--- src/tws_pkg.sv ---
// Purpose: Shared constants and types for the two-wire serial slave protocol block.
// Assumes: One 10 MHz system clock samples both bus lines.
// Notes: The device type identifier is the fixed upper nibble of a matching address byte.
package tws_pkg;

  localparam int CLK_MHZ = 10;
  localparam int CLK_PERIOD_NS = 1000 / CLK_MHZ;

  // Settle time the master waits after supply is stable; the device does not time it.
  localparam int POWER_UP_SETTLE_TIME_US = 100;
  localparam int POWER_UP_SETTLE_CYC = POWER_UP_SETTLE_TIME_US * CLK_MHZ;

  localparam int BYTE_W = 8;
  localparam int SEL_W = 3;
  localparam int CNT_W = 4;
  localparam int PIN_W = 3 + SEL_W;

  localparam logic [CNT_W-1:0] BIT_LAST = 4'h7;
  localparam logic [CNT_W-1:0] BIT_ACK = 4'h8;

  localparam logic [3:0] DEV_TYPE_ID = 4'ha;
  localparam int ID_MSB = 7;
  localparam int ID_LSB = 4;
  localparam int SEL_MSB = 3;
  localparam int SEL_LSB = 1;
  localparam int RNW_BIT = 0;

  localparam logic [BYTE_W-1:0] TX_IDLE_BYTE = 8'hff;
  localparam int RX_DEPTH = 2;

  // Lines idle high, supply not yet good, select straps low.
  localparam logic [PIN_W-1:0] PINS_RST = 6'h30;

  typedef enum logic [2:0] {
    PH_POR,
    PH_IDLE,
    PH_ADDR,
    PH_WRITE,
    PH_READ,
    PH_IGNORE
  } tws_phase_t;

  typedef struct packed {
    logic scl;
    logic sda;
    logic por_ok;
    logic [SEL_W-1:0] sel;
  } tws_pins_t;

  typedef struct packed {
    logic [BYTE_W-1:0] data;
    logic valid;
  } tws_byte_t;

endpackage : tws_pkg

--- src/tws_pin_filter.sv ---
// Purpose: Brings asynchronous pins into the clock domain and filters them.
// Assumes: Inputs may change at any time relative to clk.
// Notes: A new level is taken only when the second and third stages agree.
`timescale 1ns/1ps
module tws_pin_filter #(
  parameter int W = 1,
  parameter logic [W-1:0] RST_VAL = '0
) (
  clk,
  rst_n,
  pin_i,
  level_o
);
  import tws_pkg::*;

  input wire logic clk;
  input wire logic rst_n;
  input wire logic [W-1:0] pin_i;
  output logic [W-1:0] level_o;

  typedef struct packed {
    logic [W-1:0] s1;
    logic [W-1:0] s2;
    logic [W-1:0] s3;
    logic [W-1:0] lvl;
  } tws_filt_t;

  tws_filt_t s_q;
  tws_filt_t s_d;

  ////////////////////////////////////////////////////////////////////////////////
  // The first stage feeds only the second, so metastability never reaches logic.
  always_comb begin
    s_d = s_q;
    s_d.s1 = pin_i;
    s_d.s2 = s_q.s1;
    s_d.s3 = s_q.s2;
    for (int i = 0; i < W; i++) begin
      if (s_q.s2[i] == s_q.s3[i]) begin
        s_d.lvl[i] = s_q.s3[i];
      end
    end
  end

  always_ff @(posedge clk or negedge rst_n) begin
    if (!rst_n) begin
      s_q <= {RST_VAL, RST_VAL, RST_VAL, RST_VAL};
    end else begin
      s_q <= s_d;
    end
  end

  assign level_o = s_q.lvl;

endmodule : tws_pin_filter

--- src/tws_fifo.sv ---
// Purpose: Small buffer with valid and ready on both sides.
// Assumes: DEPTH is a power of two, two or more.
// Notes: in_ready falls when full, so the writer must hold or refuse its word.
`timescale 1ns/1ps
module tws_fifo #(
  parameter int W = 8,
  parameter int DEPTH = 2
) (
  clk,
  rst_n,
  in_valid,
  in_ready,
  in_data,
  out_valid,
  out_ready,
  out_data
);
  import tws_pkg::*;

  localparam int AW = $clog2(DEPTH);

  input wire logic clk;
  input wire logic rst_n;
  input wire logic in_valid;
  output logic in_ready;
  input wire logic [W-1:0] in_data;
  output logic out_valid;
  input wire logic out_ready;
  output logic [W-1:0] out_data;

  typedef struct packed {
    logic [DEPTH-1:0][W-1:0] mem;
    logic [AW-1:0] wp;
    logic [AW-1:0] rp;
    logic [AW:0] cnt;
  } tws_fifo_t;

  tws_fifo_t s_q;
  tws_fifo_t s_d;
  logic push;
  logic pop;

  ////////////////////////////////////////////////////////////////////////////////
  assign in_ready = (s_q.cnt != DEPTH[AW:0]);
  assign out_valid = (s_q.cnt != '0);
  assign out_data = s_q.mem[s_q.rp];
  assign push = in_valid & in_ready;
  assign pop = out_valid & out_ready;

  always_comb begin
    s_d = s_q;
    if (push) begin
      s_d.mem[s_q.wp] = in_data;
      s_d.wp = s_q.wp + 1'b1;
    end
    if (pop) begin
      s_d.rp = s_q.rp + 1'b1;
    end
    if (push && !pop) begin
      s_d.cnt = s_q.cnt + 1'b1;
    end else if (pop && !push) begin
      s_d.cnt = s_q.cnt - 1'b1;
    end
  end

  always_ff @(posedge clk or negedge rst_n) begin
    if (!rst_n) begin
      s_q <= '0;
    end else begin
      s_q <= s_d;
    end
  end

endmodule : tws_fifo

--- src/tws_slave.sv ---
// Purpose: Protocol layer of a two-wire serial EEPROM slave interface.
// Assumes: Bus lines are sampled by clk, far faster than the serial clock.
// Notes: Memory array, word addressing and write-cycle timing live outside.
//
// What this block does
// - Ignore the bus until supply passes threshold.
// - Sample on rising clock, drive on falling.
// - Bytes MSB first, ninth clock carries acknowledge.
// - Falling data with clock high is Start.
// - Rising data with clock high is Stop.
// - Repeated Start begins a new command.
// - No limit on bytes per transfer.
// - Bus idle only with both lines high.
// - Transmitter releases after eighth clock; receiver acknowledges.
// - Receiver releases data at end of ninth.
// - Master high on ninth ends read data.
// - Standby after power-up, plain Stop, write end.
// - Dummy clocks release data line for recovery.
// - Data line is open drain only.
// - Acknowledge only a matching address byte.
// - No address acknowledge during write cycle.
`timescale 1ns/1ps
module tws_slave #(
  parameter int RX_DEPTH_P = tws_pkg::RX_DEPTH
) (
  clk,
  arst_n,
  scl_i,
  sda_i,
  sda_o,
  sda_oe,
  supply_ok_i,
  sel_i,
  write_busy,
  rx_data,
  rx_valid,
  rx_ready,
  tx_data,
  tx_valid,
  tx_ready,
  write_launch,
  start_seen,
  stop_seen,
  read_mode,
  addressed,
  standby,
  bus_idle
);
  import tws_pkg::*;

  input wire logic clk;
  input wire logic arst_n;
  input wire logic scl_i;
  input wire logic sda_i;
  output logic sda_o;
  output logic sda_oe;
  input wire logic supply_ok_i;
  input wire logic [tws_pkg::SEL_W-1:0] sel_i;
  input wire logic write_busy;
  output logic [tws_pkg::BYTE_W-1:0] rx_data;
  output logic rx_valid;
  input wire logic rx_ready;
  input wire logic [tws_pkg::BYTE_W-1:0] tx_data;
  input wire logic tx_valid;
  output logic tx_ready;
  output logic write_launch;
  output logic start_seen;
  output logic stop_seen;
  output logic read_mode;
  output logic addressed;
  output logic standby;
  output logic bus_idle;

  typedef struct packed {
    tws_phase_t phase;
    logic [CNT_W-1:0] cnt;
    logic [BYTE_W-1:0] shift;
    logic rnw;
    logic hit;
    logic nack;
    logic got_data;
    logic oe;
    logic scl_prev;
    logic sda_prev;
    logic launch;
    logic start_p;
    logic stop_p;
    logic idle;
  } tws_state_t;

  ////////////////////////////////////////////////////////////////////////////////
  // Reset release.
  logic [1:0] rst_q;
  logic rst_n;

  always_ff @(posedge clk or negedge arst_n) begin
    if (!arst_n) begin
      rst_q <= 2'h0;
    end else begin
      rst_q <= {rst_q[0], 1'b1};
    end
  end

  assign rst_n = rst_q[1];

  ////////////////////////////////////////////////////////////////////////////////
  // Pin conditioning.
  tws_pins_t pins_raw;
  tws_pins_t pins;

  assign pins_raw = '{scl: scl_i, sda: sda_i, por_ok: supply_ok_i, sel: sel_i};

  tws_pin_filter #(
    .W(PIN_W),
    .RST_VAL(PINS_RST)
  ) u_pins (
    .clk(clk),
    .rst_n(rst_n),
    .pin_i(pins_raw),
    .level_o(pins)
  );

  ////////////////////////////////////////////////////////////////////////////////
  // Received bytes wait here, so a slow consumer leaves bytes unacknowledged once the buffer is full.
  tws_byte_t rx_push;
  logic rx_in_ready;

  tws_fifo #(
    .W(BYTE_W),
    .DEPTH(RX_DEPTH_P)
  ) u_rx_buf (
    .clk(clk),
    .rst_n(rst_n),
    .in_valid(rx_push.valid),
    .in_ready(rx_in_ready),
    .in_data(rx_push.data),
    .out_valid(rx_valid),
    .out_ready(rx_ready),
    .out_data(rx_data)
  );

  ////////////////////////////////////////////////////////////////////////////////
  // Address decode, used at the end of every address byte.
  function automatic logic addr_match(input logic [BYTE_W-1:0] b,
                                      input logic [SEL_W-1:0] sel,
                                      input logic busy);
    addr_match = (b[ID_MSB:ID_LSB] == DEV_TYPE_ID) &&
                 (b[SEL_MSB:SEL_LSB] == sel) && !busy;
  endfunction : addr_match

  ////////////////////////////////////////////////////////////////////////////////
  // Protocol engine.
  tws_state_t s_q;
  tws_state_t s_d;
  logic scl_rise;
  logic scl_fall;
  logic start_cond;
  logic stop_cond;
  logic tx_pop;

  assign scl_rise = pins.scl & ~s_q.scl_prev;
  assign scl_fall = ~pins.scl & s_q.scl_prev;
  assign start_cond = s_q.scl_prev & pins.scl & s_q.sda_prev & ~pins.sda;
  assign stop_cond = s_q.scl_prev & pins.scl & ~s_q.sda_prev & pins.sda;

  always_comb begin
    s_d = s_q;
    rx_push = '{data: s_q.shift, valid: 1'b0};
    tx_pop = 1'b0;
    s_d.scl_prev = pins.scl;
    s_d.sda_prev = pins.sda;
    s_d.launch = 1'b0;
    s_d.start_p = 1'b0;
    s_d.stop_p = 1'b0;
    s_d.idle = pins.scl & pins.sda;
    if (!pins.por_ok) begin
      s_d.phase = PH_POR;
      s_d.cnt = '0;
      s_d.oe = 1'b0;
      s_d.hit = 1'b0;
      s_d.got_data = 1'b0;
    end else if (s_q.phase == PH_POR) begin
      s_d.phase = PH_IDLE;
    end else if (start_cond) begin
      s_d.phase = PH_ADDR;
      // The clock fall that closes a Start carries no bit, so the count starts one below zero.
      s_d.cnt = '1;
      s_d.oe = 1'b0;
      s_d.hit = 1'b0;
      s_d.nack = 1'b0;
      s_d.got_data = 1'b0;
      s_d.start_p = 1'b1;
    end else if (stop_cond) begin
      s_d.launch = (s_q.phase == PH_WRITE) && s_q.got_data;
      s_d.phase = PH_IDLE;
      s_d.cnt = '0;
      s_d.oe = 1'b0;
      s_d.hit = 1'b0;
      s_d.got_data = 1'b0;
      s_d.stop_p = 1'b1;
    end else if (s_q.phase == PH_ADDR || s_q.phase == PH_WRITE || s_q.phase == PH_READ) begin
      if (scl_rise) begin
        if (s_q.cnt != BIT_ACK) begin
          if (s_q.phase != PH_READ) begin
            s_d.shift = {s_q.shift[BYTE_W-2:0], pins.sda};
          end
        end else if (s_q.phase == PH_READ) begin
          s_d.nack = pins.sda;
        end
      end else if (scl_fall) begin
        case (s_q.cnt)
          BIT_LAST: begin
            s_d.cnt = BIT_ACK;
            case (s_q.phase)
              PH_ADDR: begin
                s_d.hit = addr_match(s_q.shift, pins.sel, write_busy);
                s_d.rnw = s_q.shift[RNW_BIT];
                s_d.oe = s_d.hit;
              end
              PH_WRITE: begin
                rx_push.valid = rx_in_ready;
                s_d.got_data = s_q.got_data | rx_in_ready;
                s_d.oe = rx_in_ready;
              end
              default: begin
                s_d.oe = 1'b0;
              end
            endcase
          end
          BIT_ACK: begin
            s_d.cnt = '0;
            s_d.oe = 1'b0;
            case (s_q.phase)
              PH_ADDR: begin
                if (!s_q.hit) begin
                  s_d.phase = PH_IGNORE;
                end else if (s_q.rnw) begin
                  s_d.phase = PH_READ;
                  tx_pop = tx_valid;
                  s_d.shift = tx_valid ? tx_data : TX_IDLE_BYTE;
                  s_d.oe = ~s_d.shift[BYTE_W-1];
                end else begin
                  s_d.phase = PH_WRITE;
                end
              end
              PH_READ: begin
                if (s_q.nack) begin
                  s_d.phase = PH_IGNORE;
                end else begin
                  tx_pop = tx_valid;
                  s_d.shift = tx_valid ? tx_data : TX_IDLE_BYTE;
                  s_d.oe = ~s_d.shift[BYTE_W-1];
                end
              end
              default: begin
                s_d.phase = s_q.phase;
              end
            endcase
          end
          default: begin
            s_d.cnt = s_q.cnt + 1'b1;
            if (s_q.phase == PH_READ) begin
              s_d.shift = {s_q.shift[BYTE_W-2:0], 1'b1};
              s_d.oe = ~s_q.shift[BYTE_W-2];
            end
          end
        endcase
      end
    end
  end

  always_ff @(posedge clk or negedge rst_n) begin
    if (!rst_n) begin
      s_q <= '{phase: PH_POR, cnt: '0, shift: '0, rnw: 1'b0, hit: 1'b0, nack: 1'b0,
               got_data: 1'b0, oe: 1'b0, scl_prev: 1'b1, sda_prev: 1'b1,
               launch: 1'b0, start_p: 1'b0, stop_p: 1'b0, idle: 1'b1};
    end else begin
      s_q <= s_d;
    end
  end

  ////////////////////////////////////////////////////////////////////////////////
  // Outputs.
  // pull low only
  assign sda_o = 1'b0;
  assign sda_oe = s_q.oe;
  assign tx_ready = tx_pop;
  assign write_launch = s_q.launch;
  assign start_seen = s_q.start_p;
  assign stop_seen = s_q.stop_p;
  assign read_mode = (s_q.phase == PH_READ);
  assign addressed = s_q.hit;
  // Standby also waits for the internal write cycle, which holds the device awake.
  assign standby = (s_q.phase == PH_IDLE) && !write_busy;
  assign bus_idle = s_q.idle;

endmodule : tws_slave

--- config.mk ---
export PLATFORM = sky130hd
export DESIGN_NAME = tws_slave
export DESIGN_NICKNAME = d
export VERILOG_FILES = /design/src/tws_pkg.sv /design/src/tws_pin_filter.sv /design/src/tws_fifo.sv /design/src/tws_slave.sv
export SDC_FILE = /design/constraint.sdc
export NUM_CORES = 1
export LEC_CHECK = 0
export BUFFER_PORTS_ARGS = -buffer_cell sky130_fd_sc_hd__buf_2
export CAP_MARGIN = 20
export CORE_MARGIN = 2
export CORE_UTILIZATION = 55
export CTS_CLUSTER_DIAMETER = 120
export CTS_CLUSTER_SIZE = 28
export DETAILED_ROUTE_END_ITERATION = 12
export GPL_TIMING_DRIVEN = 0
export MAX_ROUTING_LAYER = met4
export PLACE_DENSITY = 0.77
export SLEW_MARGIN = 25
export SYNTH_ARGS = -nofsm -noshare
export SYNTH_HDL_FRONTEND = slang
export SYNTH_HIERARCHICAL = 1
export SYNTH_SLANG_ARGS = --single-unit
--- constraint.sdc ---
create_clock -name clk -period 6.2 [get_ports clk]
set_clock_uncertainty 0.2 [all_clocks]
set_input_delay 1.24 -clock clk [delete_from_list [all_inputs] [get_ports clk]]
set_output_delay 1.24 -clock clk [all_outputs]
set_load 0.05 [all_outputs]
==> flow_metrics.py <==
metrics = {
    "finish": {
        "drive_gt1_frac": 0.374,
        "final_cell_mix": "dfrtp_1, buf_2, mux2_4",
        "fin_area_um2": 3980,
        "insertedDiodeCount": 0,
        "fill_cells": 463,
        "syn2layout_area_growth_pct": 15.0,
        "nets": 354,
        "mostFrequentLayoutCell": "dfrtp_1",
        "multi_input_area_um2": 1450,
        "regArea_um2": 1820,
    },
    "synth": {
        "ys_ff_latch": 72,
        "yosysUniqueCellTypes": 58,
        "seq_area_frac_synth": 0.525,
        "ys_async_sr_fraction": 1.00,
        "synth_nets": 307,
        "synth_warnings": 6,
        "syn-cell-area_um2": 3460,
        "syn-instance-count": 285,
        "synthFlopType": "dfrtp_1",
        "synth_edf_count": 0,
        "synth_area_per_cell_um2": 12.1,
    },
    "sta": {
        "drv_slew": 0,
        "tightestPinTransition_ns": 0.703,
        "slew_headroom": 0.528,
        "finalHoldViolCount": 0,
        "finalSetupTns_ns": 0,
        "finalWorstSetupSlack_ns": 2.44,
        "finalSetupViolations": 0,
        "rsz0062_at_grt": "no",
        "period_needed_ns": 3.76,
        "clock.fmax_mhz": 266,
        "fin_crit_sh": 0.606,
    },
    "global_route": {
        "grt_first_pass_wirelength_um": 11000,
        "grtUsageMet1": 0.265,
        "grt_use_met3": 0.0437,
        "antenna_found_initial": 0,
        "globalRouteMet2Util": 0.305,
        "grt_max_degree": 39,
        "track_usage": 0.206,
        "grt_pass1_vias": 2298,
        "grt.busiest_layer": "met2",
        "grt_overflow": 0,
    },
    "clock_tree": {
        "path_clk_slew_ns": 0.07,
        "cts_max_level": 3,
        "clock-sinks": 72,
        "post_cts_resized": 0,
        "ctsHoldBuffers": 0,
        "clockBufferDepth": 2,
        "cts-buffers-inserted": 9,
        "worstSkewPairLatency_ns": 0.35,
        "cts_setup_buffers": 0,
        "cts_tree": "yes",
        "clockRootBuffer": "clkbuf_8",
    },
    "routing": {
        "via_per_inst": 5.58,
        "wirelength_um": 6290,
        "vias": 2298,
        "drc": 0,
        "firstDrtPassIters": 5,
        "drtAntennaViolNets": 0,
        "drt_iter0_drc": 141,
        "routedWlPerCell_um": 15.3,
    },
    "power": {
        "p_leak_nw": 1.87,
        "ir_worst_vdd_mv": 0.178,
        "p_int_mw": 0.778,
        "swShare": 0.254,
        "pwr-share-seq": 0.487,
        "p_switching_mw": 0.264,
        "power_frac_comb": 0.113,
        "p_total_mw": 1.04,
        "power_density_nw_per_um2": 262,
        "power_frac_clock": 0.400,
    },
    "worst_setup_path": {
        "critical_path_class": "reg -> out",
        "end_kind": "primary output",
        "cp-start-kind": "flip-flop",
        "cp.required_ns": 4.76,
        "cp.arrival_ns": 2.32,
        "crit_fanout": 8,
    },
    "die": {
        "start_util": 0.577,
        "io_pins": 38,
        "die_w_um": 83.3,
        "rows": 28,
        "core-area_um2": 5990,
        "dieHeight_um": 83.3,
        "die_area_um2": 6940,
    },
    "placed_design": {
        "place_ws_ns": 2.59,
        "dpl_cell_area_um2": 3750,
        "place_congestion": 0.922,
        "portBuffers": 35,
        "place_hpwl_um": 4460,
    },
    "run": {
        "drv_cap": 0,
    },
    "outcome": {
        "outcome": "complete, no violations",
    },
    "worst_hold_path": {
        "holdCritPathClass": "reg -> async",
    },
}
[logic make-up (layout without fill, tap and decap cells)]
logic type | after synthesis | count (layout) | share of synthesized area
compound gates | 43 | 43 | 0.0937
fa+ha+maj | 9 | 9 | 0.0304
other cells | 2 | 2 | 0.00217
flops | 72 | 72 | 0.525
mux | 36 | 36 | 0.142
simple gates | 81 | 81 | 0.128
xor+xnor | 9 | 9 | 0.0228
buf+inv | 33 | 85 | 0.0557
[worst paths after layout]
path / start / endpoint / slack [ns] / cells past startpoint
min in group clk: u_pins/s_d[14]$_DFF_PN0_ / u_pins/s_d[8]$_DFF_PN0_ / 0.15 / 0
max in group asynchronous: rst_q[1]$_DFF_PN0_ / u_rx_buf/s_q[9]$_DFFE_PN0P_ / 5.21 / 1
setup / recovery: s_q[19]$_DFFE_PN0P_ / tx_ready / 2.44 / 7
setup reg to reg: s_q[25]$_DFFE_PN0P_ / u_rx_buf/s_q[1]$_DFFE_PN0P_ / 3.52 / 10
hold / removal: rst_q[1]$_DFF_PN0_ / u_pins/s_d[8]$_DFF_PN0_ / 0.06 / 0
hold reg to reg: rst_q[1]$_DFF_PN0_ / u_pins/s_d[8]$_DFF_PN0_ / 0.06 / 0
[critical path, stage by stage (launching register included)]
cell      delay [ns]
dfrtp_1         0.44
inv_1           0.08
ha_1            0.22
nand3b_1        0.28
nor2_1          0.29
nand2_1         0.08
nor3_1          0.26
buf_2           0.31
[metrics by stage]
stage	hold slack, ns	cells	util
after floorplan	0.131	285	-
after global placement	0.133	395	0.622
after detailed placement	0.0787	396	0.626
after CTS	0.0842	412	0.664
after global routing	0.106	412	0.664
final	0.0633	412	0.664
[routing by layer]
| metal | part of all wire | wire (um) |
|---|---|---|
| met3 | 0.056 | 350 |
| met5 | 0 | 0 |
| met1 | 0.44 | 2790 |
| met2 | 0.48 | 2990 |
| met4 | 0.026 | 161 |
[sequential cells by signal, indices dropped and copies added, names as in the netlist]
name / flops
u_pins/s_d: 12
addressed: 1
bus_idle: 1
u_pins/level_o: 6
write_launch: 1
rst_q: 2
start_seen: 1
rx_push: 8
u_rx_buf/s_q: 20
s_q: 12
u_pins/s_q: 6
sda_oe: 1
stop_seen: 1
[cell type report]
cell class                      instances  share of cell area
Tap cell                               75              0.0236
Buffer                                 19              0.0352
Sequential cell                        72               0.457
Inverter                               14              0.0132
Timing Repair Buffer                   36              0.0490
Clock buffer                           10              0.0346
Multi-Input combinational cell        180               0.365
Clock inverter                          6              0.0226
[cells in the mapped netlist (2+ instances only)]
cell type | count | area share
dfrtp_1 | 61 | 0.44
mux2_4 | 24 | 0.10
nor2_1 | 21 | 0.023
nand2_1 | 15 | 0.016
inv_1 | 14 | 0.015
dfstp_2 | 11 | 0.084
mux2_2 | 10 | 0.033
buf_4 | 8 | 0.017
a31oi_1 | 6 | 0.011
maj3_2 | 6 | 0.020
nor3_1 | 6 | 0.0087
xor2_1 | 6 | 0.015
a21oi_1 | 5 | 0.0072
a22o_1 | 5 | 0.013
buf_6 | 5 | 0.016
nand3_1 | 5 | 0.0072
nor2b_1 | 5 | 0.0090
clkbuf_1 | 4 | 0.0043
nand2b_1 | 4 | 0.0072
o21ai_0 | 4 | 0.0058
a211oi_1 | 3 | 0.0065
ha_1 | 3 | 0.011
nand3b_1 | 3 | 0.0065
nor4b_1 | 3 | 0.0076
xnor2_1 | 3 | 0.0076
a21o_1 | 2 | 0.0043
a311oi_1 | 2 | 0.0051
and2_1 | 2 | 0.0036
conb_1 | 2 | 0.0022
mux2i_1 | 2 | 0.0058
nand4_1 | 2 | 0.0036
o2111ai_1 | 2 | 0.0051
o211ai_1 | 2 | 0.0043
o21a_1 | 2 | 0.0043
o31ai_1 | 2 | 0.0043
or2_2 | 2 | 0.0036
or3_1 | 2 | 0.0036
[power groups by stage]
stage,Clock (mW),Sequential (mW),Combinational (mW)
after CTS,0.429,0.508,0.119
after floorplan,0,0.519,0.0844
after global placement,0,0.520,0.110
after global routing,0.449,0.510,0.130
after detailed placement,0,0.517,0.118
final,0.417,0.507,0.118
Note: power is estimated with default switching activity, not from simulation.
